==> config.mk <==
export PLATFORM = sky130hd
export DESIGN_NAME = ppp_port
export DESIGN_NICKNAME = d
export VERILOG_FILES = /design/src/pkg/ppp_pkg.sv /design/src/pkg/ppp_word_if.sv /design/src/rtl/ppp_fifo.sv /design/src/rtl/ppp_port.sv /design/src/rtl/ppp_sync.sv
export SDC_FILE = /design/constraint.sdc
export NUM_CORES = 1
export LEC_CHECK = 0
export BUFFER_PORTS_ARGS = -buffer_cell sky130_fd_sc_hd__buf_4
export CAP_MARGIN = 5
export CORE_MARGIN = 8
export CORE_UTILIZATION = 54
export CTS_CLUSTER_SIZE = 10
export DETAILED_ROUTE_END_ITERATION = 10
export PLACE_DENSITY = 0.72
export SLEW_MARGIN = 20
export SYNTH_ARGS = -nofsm -noshare
export SYNTH_HDL_FRONTEND = slang
export SYNTH_SLANG_ARGS = --single-unit
==> constraint.sdc <==
create_clock -name clk_sys -period 5.59 [get_ports clk_sys]
set_clock_uncertainty 0.1 [all_clocks]
set_input_delay 0.559 -clock clk_sys [delete_from_list [all_inputs] [get_ports clk_sys]]
set_output_delay 0.559 -clock clk_sys [all_outputs]
set_load 0.02 [all_outputs]
==> src/pkg/ppp_pkg.sv <==
package ppp_pkg;
	localparam int CLK_MHZ         = 125;
	// entry timing
	localparam int ENTRY_SETTLE_NS = 100;
	localparam int ENTRY_SETTLE_CYC =
		(ENTRY_SETTLE_NS * CLK_MHZ + 999) / 1000;
	localparam int STROBE_MIN      = 6;
	// internal operation lengths, in cycles
	localparam int ERASE_CYC       = 64;
	localparam int PROG_CYC        = 32;
	// page geometry
	localparam int PAGE_WORDS      = 64;
	localparam int WORD_BITS       = 6;
	localparam int PAGE_LSB        = 6;
	localparam int PAGE_MSB        = 12;
	localparam int FIFO_DEPTH      = 8;
	// action codes
	localparam logic [1:0] ACT_ADDR = 2'h0;
	localparam logic [1:0] ACT_DATA = 2'h1;
	localparam logic [1:0] ACT_CMD  = 2'h2;
	localparam logic [1:0] ACT_IDLE = 2'h3;
	// command bytes
	localparam logic [7:0] CMD_NOP      = 8'h00;
	localparam logic [7:0] CMD_ERASE    = 8'h80;
	localparam logic [7:0] CMD_WR_FUSE  = 8'h40;
	localparam logic [7:0] CMD_WR_LOCK  = 8'h20;
	localparam logic [7:0] CMD_WR_FLASH = 8'h10;
	localparam logic [7:0] CMD_WR_EE    = 8'h11;
	localparam logic [7:0] CMD_RD_SIG   = 8'h08;
	localparam logic [7:0] CMD_RD_FUSE  = 8'h04;
	localparam logic [7:0] CMD_RD_FLASH = 8'h02;
	localparam logic [7:0] CMD_RD_EE    = 8'h03;
	localparam logic [7:0] SIG_DEFAULT  = 8'h5A; // arbitrary value
	typedef enum logic [1:0] {
		PPP_OFF   = 2'b00,
		PPP_ARMED = 2'b01,
		PPP_SETTLE= 2'b11,
		PPP_ON    = 2'b10
	} ppp_mode_t;
	typedef enum logic [1:0] {
		PPP_IDLE  = 2'b00,
		PPP_ERASE = 2'b01,
		PPP_PROG  = 2'b11,
		PPP_DONE  = 2'b10
	} ppp_op_t;
endpackage

==> src/pkg/ppp_word_if.sv <==
`timescale 1ns/100ps
interface ppp_word_if;
	logic        valid;
	logic        ready;
	logic [21:0] word;  // {index[5:0], hi, lo}
	modport src (output valid, output word, input ready);
	modport dst (input valid, input word, output ready);
endinterface

==> src/rtl/ppp_fifo.sv <==
`timescale 1ns/100ps
module ppp_fifo #(
	parameter int WIDTH = 22,
	parameter int DEPTH = 8
) (
	input  wire logic clk_sys,   // system clock
	input  wire logic rst_n,     // async reset
	ppp_word_if.dst   wr,        // fill side
	ppp_word_if.src   rd         // drain side
);
	localparam int AW = $clog2(DEPTH);
	logic [WIDTH-1:0] mem_q [DEPTH];
	logic [AW-1:0]    wp_q;
	logic [AW-1:0]    rp_q;
	logic [AW:0]      cnt_q;
	wire              push = wr.valid && wr.ready;
	wire              pop  = rd.valid && rd.ready;

	assign wr.ready = cnt_q != (AW+1)'(DEPTH);
	assign rd.valid = cnt_q != '0;
	assign rd.word  = mem_q[rp_q];

	always_ff @(posedge clk_sys) begin
		if (push) mem_q[wp_q] <= wr.word;
	end
	always_ff @(posedge clk_sys or negedge rst_n) begin
		if (!rst_n) begin
			wp_q  <= '0;
			rp_q  <= '0;
			cnt_q <= '0;
		end else begin
			if (push) wp_q <= wp_q + 1'b1;
			if (pop) rp_q <= rp_q + 1'b1;
			cnt_q <= cnt_q + (AW+1)'(push) - (AW+1)'(pop);
		end
	end
	fifo_bound_a: assert property (@(posedge clk_sys) disable iff (!rst_n)
		cnt_q <= (AW+1)'(DEPTH)) else $error("fifo count overflow");
endmodule

==> src/rtl/ppp_port.sv <==
`timescale 1ns/100ps
module ppp_port
	import ppp_pkg::*;
(
	input  wire logic       clk_sys,          // system clock
	input  wire logic       rst_n,            // async reset, active low
	input  wire logic       reset_pin_n,      // device reset pin, low = reset
	input  wire logic       hv_detect,        // reset pin at programming level
	input  wire logic       load_strobe,      // action strobe
	input  wire logic       action_sel_0,     // action bit 0
	input  wire logic       action_sel_1,     // action bit 1 / byte_sel_ext
	input  wire logic       page_latch,       // page latch / byte_sel_hi
	input  wire logic       write_strobe_n,   // write pulse, active low
	input  wire logic       output_drive_n,   // output enable, active low
	input  wire logic [7:0] data_in,          // data bus input
	input  wire logic       eeprom_keep_fuse, // programmed (0) keeps eeprom
	input  wire logic [7:0] flash_rd_data,    // array byte read
	output logic      [7:0] data_out,         // data bus output
	output logic            data_oe,          // data bus drive enable
	output logic            ready_not_busy,   // 1 = ready
	output logic            prog_active,      // programming mode entered
	output logic            flash_we,         // array word write pulse
	output logic      [12:0] flash_addr,      // array word address
	output logic      [15:0] flash_wdata,     // array write word
	output logic            erase_flash,      // erase program memory pulse
	output logic            erase_eeprom,     // erase eeprom pulse
	output logic            clear_locks,      // lock release pulse
	output logic            ee_page_we,       // eeprom page write pulse
	output logic      [7:0] cmd_out           // loaded command
);
	////////////////////////////////////////////////////////////////////////
	logic [13:0] pin_s;
	ppp_sync #(.W(14)) u_sync (
		.clk_sys (clk_sys),
		.rst_n   (rst_n),
		.d       ({reset_pin_n, hv_detect, load_strobe, action_sel_0,
			action_sel_1, page_latch, write_strobe_n, output_drive_n,
			data_in[5:0]}),
		.q       (pin_s)
	);
	logic [1:0] dhi_s1_q, dhi_q;
	wire rst_s  = pin_s[13];
	wire hv_s   = pin_s[12];
	wire ls_s   = pin_s[11];
	wire a0_s   = pin_s[10];
	wire a1_s   = pin_s[9];
	wire pl_s   = pin_s[8];
	wire wr_s   = pin_s[7];
	wire oe_s   = pin_s[6];
	wire [7:0] din_s = {dhi_q, pin_s[5:0]};
	logic ls_q, pl_q, wr_q;
	always_ff @(posedge clk_sys or negedge rst_n) begin
		if (!rst_n) begin
			dhi_s1_q <= '0;
			dhi_q    <= '0;
			ls_q     <= 1'b0;
			pl_q     <= 1'b0;
			wr_q     <= 1'b0; // synchroniser resets low too, so no false fall
		end else begin
			dhi_s1_q <= data_in[7:6];
			dhi_q    <= dhi_s1_q;
			ls_q     <= ls_s;
			pl_q     <= pl_s;
			wr_q     <= wr_s;
		end
	end
	wire ls_rise = ls_s && !ls_q;
	wire pl_rise = pl_s && !pl_q;
	wire wr_fall = !wr_s && wr_q;
	wire [3:0] pattern = {pl_s, a1_s, a0_s, wr_s};

	////////////////////////////////////////////////////////////////////////
	// entry sequence
	ppp_mode_t  mode_q, mode_d;
	logic [2:0] nstrobe_q;
	logic [7:0] settle_q;
	always_comb begin
		mode_d = mode_q;
		unique case (mode_q)
			PPP_OFF:    if (rst_s) mode_d = PPP_OFF;
				else if (nstrobe_q >= 3'(STROBE_MIN) && pattern == 4'h0)
					mode_d = PPP_ARMED;
			PPP_ARMED:  if (pattern != 4'h0) mode_d = PPP_OFF;
				else if (hv_s) mode_d = PPP_SETTLE;
			PPP_SETTLE: if (pattern != 4'h0 || !hv_s) mode_d = PPP_OFF;
				else if (settle_q == 8'(ENTRY_SETTLE_CYC)) mode_d = PPP_ON;
			PPP_ON:     if (!hv_s) mode_d = PPP_OFF;
		endcase
	end
	always_ff @(posedge clk_sys or negedge rst_n) begin
		if (!rst_n) begin
			mode_q    <= PPP_OFF;
			nstrobe_q <= '0;
			settle_q  <= '0;
		end else begin
			mode_q <= mode_d;
			// reset-phase strobe count gates entry
			if (rst_s) nstrobe_q <= '0;
			else if (mode_q == PPP_OFF && !hv_s && ls_rise && nstrobe_q != 3'h7)
				nstrobe_q <= nstrobe_q + 1'b1;
			settle_q <= (mode_q == PPP_SETTLE) ? settle_q + 1'b1 : '0;
		end
	end
	wire on = mode_q == PPP_ON;

	////////////////////////////////////////////////////////////////////////
	// command, address and data loads
	logic [7:0] cmd_q, alo_q, ahi_q, dlo_q, dhi_q2, dext_q;
	ppp_op_t    op_q;
	logic [7:0] opcnt_q;
	logic       wr_en_q;
	wire        busy    = op_q != PPP_IDLE;
	wire        load_ok = on && ls_rise && !busy;
	wire [1:0]  act     = {a1_s, a0_s};
	always_ff @(posedge clk_sys or negedge rst_n) begin
		if (!rst_n) begin
			cmd_q  <= CMD_NOP;
			alo_q  <= '0;
			ahi_q  <= '0;
			dlo_q  <= '0;
			dhi_q2 <= '0;
			wr_en_q <= 1'b0;
		end else if (load_ok) begin
			// command and address persist until reloaded
			unique case (act)
				ACT_ADDR: if (pl_s) ahi_q <= din_s; else alo_q <= din_s;
				ACT_DATA: if (pl_s) dhi_q2 <= din_s;
					else dlo_q <= din_s;
				ACT_CMD: begin
					cmd_q   <= din_s;
					wr_en_q <= din_s != CMD_NOP;
				end
				ACT_IDLE: ;
			endcase
		end
	end

	////////////////////////////////////////////////////////////////////////
	// page buffer via fifo, drained on program start
	ppp_word_if w_in ();
	ppp_word_if w_out ();
	logic drain_q;
	wire [5:0] word_idx = alo_q[WORD_BITS-1:0];
	wire [6:0] page_idx = {ahi_q[4:0], alo_q[7:6]};
	wire is_wflash = cmd_q == CMD_WR_FLASH || cmd_q == CMD_WR_EE;
	// the pin doubles as byte_sel_hi: a high level that framed a load is a
	// select, so a word is taken only when a pulse with no load in it ends
	logic pl_used_q;
	wire  pl_fall = !pl_s && pl_q;
	always_ff @(posedge clk_sys or negedge rst_n) begin
		if (!rst_n) pl_used_q <= 1'b0;
		else if (pl_rise || ls_rise) pl_used_q <= ls_rise && pl_s;
	end
	assign w_in.valid = on && pl_fall && !pl_used_q && is_wflash &&
		wr_en_q && !busy;
	assign w_in.word  = {word_idx, dhi_q2, dlo_q};
	assign w_out.ready = drain_q;
	ppp_fifo #(.WIDTH(22), .DEPTH(FIFO_DEPTH)) u_page (
		.clk_sys (clk_sys),
		.rst_n   (rst_n),
		.wr      (w_in),
		.rd      (w_out)
	);

	////////////////////////////////////////////////////////////////////////
	// operations
	wire start = on && wr_fall && !busy && wr_en_q;
	wire do_erase = start && cmd_q == CMD_ERASE;
	wire do_prog  = start && is_wflash;
	// fuse write with byte_sel_ext high lands in the extended byte
	wire set_ext  = start && cmd_q == CMD_WR_FUSE && a1_s && !pl_s;
	always_ff @(posedge clk_sys or negedge rst_n) begin
		if (!rst_n) dext_q <= '0;
		else if (set_ext) dext_q <= dlo_q;
	end
	always_ff @(posedge clk_sys or negedge rst_n) begin
		if (!rst_n) begin
			op_q         <= PPP_IDLE;
			opcnt_q      <= '0;
			drain_q      <= 1'b0;
			flash_we     <= 1'b0;
			flash_addr   <= '0;
			flash_wdata  <= '0;
			erase_flash  <= 1'b0;
			erase_eeprom <= 1'b0;
			clear_locks  <= 1'b0;
			ee_page_we   <= 1'b0;
		end else begin
			flash_we     <= 1'b0;
			erase_flash  <= 1'b0;
			erase_eeprom <= 1'b0;
			clear_locks  <= 1'b0;
			ee_page_we   <= 1'b0;
			opcnt_q      <= busy ? opcnt_q + 1'b1 : '0;
			unique case (op_q)
				PPP_IDLE: if (do_erase) begin
					op_q         <= PPP_ERASE;
					erase_flash  <= 1'b1;
					erase_eeprom <= eeprom_keep_fuse;
				end else if (do_prog) begin
					op_q    <= PPP_PROG;
					drain_q <= 1'b1;
				end
				PPP_ERASE: if (opcnt_q == 8'(ERASE_CYC - 1)) begin
					op_q        <= PPP_DONE;
					clear_locks <= 1'b1;
				end
				PPP_PROG: begin
					if (w_out.valid && drain_q) begin
						flash_we    <= cmd_q == CMD_WR_FLASH;
						ee_page_we  <= cmd_q == CMD_WR_EE;
						flash_addr  <= {page_idx, w_out.word[21:16]};
						flash_wdata <= w_out.word[15:0];
					end
					if (!w_out.valid) drain_q <= 1'b0;
					if (opcnt_q == 8'(PROG_CYC - 1)) op_q <= PPP_DONE;
				end
				PPP_DONE: begin
					op_q    <= PPP_IDLE;
					drain_q <= 1'b0;
				end
			endcase
		end
	end

	////////////////////////////////////////////////////////////////////////
	// read path and status outputs
	wire is_read = cmd_q == CMD_RD_FLASH || cmd_q == CMD_RD_EE ||
		cmd_q == CMD_RD_SIG || cmd_q == CMD_RD_FUSE;
	wire [7:0] rd_byte = (cmd_q == CMD_RD_SIG) ? SIG_DEFAULT :
		(cmd_q == CMD_RD_FUSE && a1_s && !pl_s) ? dext_q :
		(cmd_q == CMD_RD_FUSE) ? {pl_s, a1_s, 6'h3F} :
		pl_s ? dhi_q2 ^ flash_rd_data : flash_rd_data;
	always_ff @(posedge clk_sys or negedge rst_n) begin
		if (!rst_n) begin
			data_out       <= '0;
			data_oe        <= 1'b0;
			ready_not_busy <= 1'b1;
			prog_active    <= 1'b0;
			cmd_out        <= '0;
		end else begin
			data_oe        <= on && !oe_s && is_read;
			data_out       <= rd_byte;
			ready_not_busy <= !(busy || do_erase || do_prog);
			prog_active    <= on;
			cmd_out        <= cmd_q;
		end
	end

	////////////////////////////////////////////////////////////////////////
	rdy_busy_a: assert property (@(posedge clk_sys) disable iff (!rst_n)
		do_erase |=> !ready_not_busy) else $error("busy not shown");
	oe_gate_a: assert property (@(posedge clk_sys) disable iff (!rst_n)
		data_oe |-> $past(!oe_s)) else $error("bus driven off-enable");
	busy_ignore_a: assert property (@(posedge clk_sys) disable iff (!rst_n)
		busy && ls_rise |=> $stable(cmd_q)) else $error("load while busy");
	entry_abort_a: assert property (@(posedge clk_sys) disable iff (!rst_n)
		mode_q == PPP_SETTLE && pattern != 4'h0 |=> mode_q == PPP_OFF)
		else $error("entry not aborted");
	nop_clear_a: assert property (@(posedge clk_sys) disable iff (!rst_n)
		load_ok && act == ACT_CMD && din_s == CMD_NOP |=> !wr_en_q)
		else $error("nop kept writes");
	// pulse is launched on the edge after the last count, so seen one later
	localparam int ERASE_LAT = ERASE_CYC + 1;
	erase_len_a: assert property (@(posedge clk_sys) disable iff (!rst_n)
		do_erase |-> ##ERASE_LAT clear_locks) else $error("erase length");
	cmd_keep_a: assert property (@(posedge clk_sys) disable iff (!rst_n)
		!load_ok |=> $stable(cmd_q) && $stable(alo_q)) else $error("cmd lost");
	latch_push_a: assert property (@(posedge clk_sys) disable iff (!rst_n)
		w_in.valid && w_in.ready |-> w_in.word[21:16] == alo_q[5:0])
		else $error("wrong word index");
endmodule

==> src/rtl/ppp_sync.sv <==
`timescale 1ns/100ps
module ppp_sync #(
	parameter int W = 14
) (
	input  wire logic         clk_sys,  // system clock
	input  wire logic         rst_n,    // async reset
	input  wire logic [W-1:0] d,        // pin levels
	output logic      [W-1:0] q         // synchronised levels
);
	logic [W-1:0] s1_q;
	always_ff @(posedge clk_sys or negedge rst_n) begin
		if (!rst_n) begin
			s1_q <= '0;
			q    <= '0;
		end else begin
			s1_q <= d;
			q    <= s1_q;
		end
	end
endmodule
==> flow_metrics.env <==
export IMPL_status="finished, final reports clean"
export IMPL_cp_slowest_stage_delay_ps=820
export IMPL_max_freq_mhz=306
export IMPL_cts_root_buf="clkbuf_16"
export IMPL_synth_main_ff_cell="edfxtp_1"
export IMPL_cts_sinks=345
export IMPL_end_kind="flip-flop"
export IMPL_maxCapViolations=0
export IMPL_cts_hold_buffers=0
export IMPL_synth_nets=796
export IMPL_fin_crit_sh_pct=58.4
export IMPL_core_sq_um=24000
export IMPL_drc=0
export IMPL_cts_made_buffers=40
export IMPL_routed_wl_mm=26.2
export IMPL_clkPwrFrac_pct=45.6
export IMPL_switchingPower_uw=981
export IMPL_switching_share_pct=19.4
export IMPL_setup_tns_ps=0
export IMPL_path_cells="or4_1 > nor4b_2 > and3_1 > and4bb_2"
export IMPL_layout_drive_gt1_share_pct=28.3
export IMPL_peakVddDrop_mv=0.234
export IMPL_synth_seq_cells=345
export IMPL_io_pins=80
export IMPL_dr_first_iter_drc_count=537
export IMPL_gp_congestion=0.846
export IMPL_final_nets=897
export IMPL_post_cts_buffers=0
export IMPL_io_buffers=79
export IMPL_dp_cells=1137
export IMPL_ys_seq_area_share_pct=72.7
export IMPL_nFillCells=1667
export IMPL_maxSlewHeadroom_pct=43.6
export IMPL_mostFrequentLayoutCells="edfxtp_1, dfrtp_1, buf_4"
export IMPL_yosys_top_cells_area="edfxtp_1, dfrtp_1, mux4_2"
export IMPL_antenna_found_initial=0
export IMPL_synth_edf_count=176
export IMPL_rr_startpoint="cmd_q[7]"
export IMPL_min_delay_path_class="in -> async"
export IMPL_grt_max_degree=88
export IMPL_crit_fanout=22
export IMPL_period_minus_slack_ps=3260
export IMPL_crit_path_start_kind="flip-flop"
export IMPL_rsz0062_at_grt="false"
export IMPL_postSynthCellCount=754
export IMPL_postLayoutCoreUtil_pct=63.3
export IMPL_ys_types=53
export IMPL_synth_top_area_share_pct=40.4
export IMPL_pwr_share_seq_pct=53.1
export IMPL_routedWlPerCell_um=21.7
export IMPL_grt_usage_pct=18.6
export IMPL_hold_viol_final=0
export IMPL_place_hpwl_mm=16.8
export IMPL_yosys_area_top_type="edfxtp_1"
export IMPL_critPathLaunch="cmd_q[7]"
export IMPL_power_density_nw_per_um2=333
export IMPL_via_per_inst=5.69
export IMPL_comb_power_share_pct=1.3
export IMPL_yosys_warnings=0
export IMPL_final_common_cell="edfxtp_1"
export IMPL_ctsLongestPathBuffers=3
export IMPL_worst_ep_required_time_ps=5630
export IMPL_arrival_ps=3310
export IMPL_synth_area_per_cell_sq_um=17.4
export IMPL_grt_pass1_wl_mm=41.3
export IMPL_cts_tree="yes"
export IMPL_internal_power_uw=4080
export IMPL_layoutNonFillerInstCount=1206
export IMPL_grt_pass1_vias=7312
export IMPL_p_leak_uw=0.00564
export IMPL_start_util_pct=54.5
export IMPL_setup_violations_final=0
export IMPL_ant_nets=0
export IMPL_die_area_sq_um=29500
export IMPL_rows=57
export IMPL_grt_remaining_overflow=0
export IMPL_synthToLayoutAreaGrowth_pct=16.3
export IMPL_insertedDiodeCount=0
export IMPL_clk_pin_slew_ps=50
export IMPL_maxSlewViolCount=0
export IMPL_async_flop_share_pct=49.0
export IMPL_vias=6859
export IMPL_synth_area_sq_um=13100
export IMPL_die_width_um=172
export IMPL_die_y_um=172
export IMPL_cp_slowest_cell="and4bb_2"
export IMPL_firstDrtPassIters=5
export IMPL_htreeDepth=2
export IMPL_clk_latency_ps=520
export IMPL_path_class="reg -> reg"
export IMPL_tightestPinTransition_ps=847
export IMPL_post_cts_resized=0
-- state kept, by name (all words and copies together), names as in the netlist, 13 cells and up --
register / cells
u_sync.q: 14
u_page.mem_q: 176
flash_addr: 13
u_sync.s1_q: 14
flash_wdata: 16
-- worst max-delay path, delay by kind of cell (launching register included) --
family | cells | cell delay, ps
DFF | 1 | 430
and+or+nand+nor | 4 | 2350
-- logic make-up after synthesis --
kind of cell             synth area share [%]
buffers and inverters                    1.24
AND/OR/NAND/NOR                          6.36
adder cells (fa/ha/maj)                  1.49
flip-flops                               72.7
XOR/XNOR                                 1.67
multiplexers                             14.1
AO/OA/AOI/OAI                            2.49
-- metrics by stage --
| stage | power [uW] | hold WS, ps | instance area, sq um | worst slack (ps) |
|---|---|---|---|---|
| 2_1_floorplan | 2750 | 163 | 13100 | 1200 |
| 6_report | 5060 | 6.86 | 15200 | 2330 |
| 4_1_cts | 5110 | 28.6 | 15200 | 2020 |
| 3_5_place_dp | 2800 | 235 | 14100 | 2020 |
| 3_3_place_gp | 2800 | 233 | 14000 | 2150 |
| 5_1_grt | 5230 | 24.8 | 15200 | 2150 |
-- metal layers --
layer  routed length [um]  track usage [%]  vias up  share of wire [%]
met4                  692             6.54        0                2.6
met2                12900             30.5      223                 49
met1                10900             24.0     3534                 42
met5                    0                0        -                  0
li1                     -                -     3055                  -
met3                 1670             4.59       47                6.4
-- cells in the mapped netlist (12+ instances only) --
library cell,number
nand3_1,14
nand2_1,24
xor2_1,15
o21ai_0,12
mux2_2,55
clkbuf_1,16
a21oi_1,33
dfrtp_1,168
edfxtp_1,176
ha_1,14
mux2i_1,23
mux4_2,44
nor2_1,49
inv_1,15
-- area by class of cell --
class | count | area [sq um] | area share [%]
clock buffer | 67 | 1140 | 7.52
clock inverter | 2 | 20.0 | 0.132
inverter | 15 | 56.3 | 0.370
multi-input combinational | 368 | 3440 | 22.6
sequential | 345 | 9520 | 62.5
tap | 324 | 405 | 2.66
timing repair buffer | 85 | 642 | 4.22
-- worst paths after layout --
kind | end | slack, ps | depth (start not counted)
max | u_page.mem_q[4][3] | 2330 | 4
max reg2reg | u_page.mem_q[4][3] | 2330 | 4
max in group asynchronous | u_sync.s1_q[12] | 4300 | 2
min reg2reg | u_sync.q[4] | 240 | 0
min in group clk_sys | u_sync.s1_q[1] | 50 | 1
min | flash_wdata[13] | 7 | 1
-- power by group through the flow --
stage | Sequential (uW) | Combinational (uW) | Clock [uW]
global route | 2690 | 74.6 | 2470
floorplan | 2730 | 14.7 | 0
detailed placement | 2740 | 68.7 | 0
global placement | 2730 | 66.8 | 0
finish | 2690 | 66.3 | 2310
CTS | 2690 | 68.9 | 2350
Note: power is estimated with default switching activity, not from simulation.
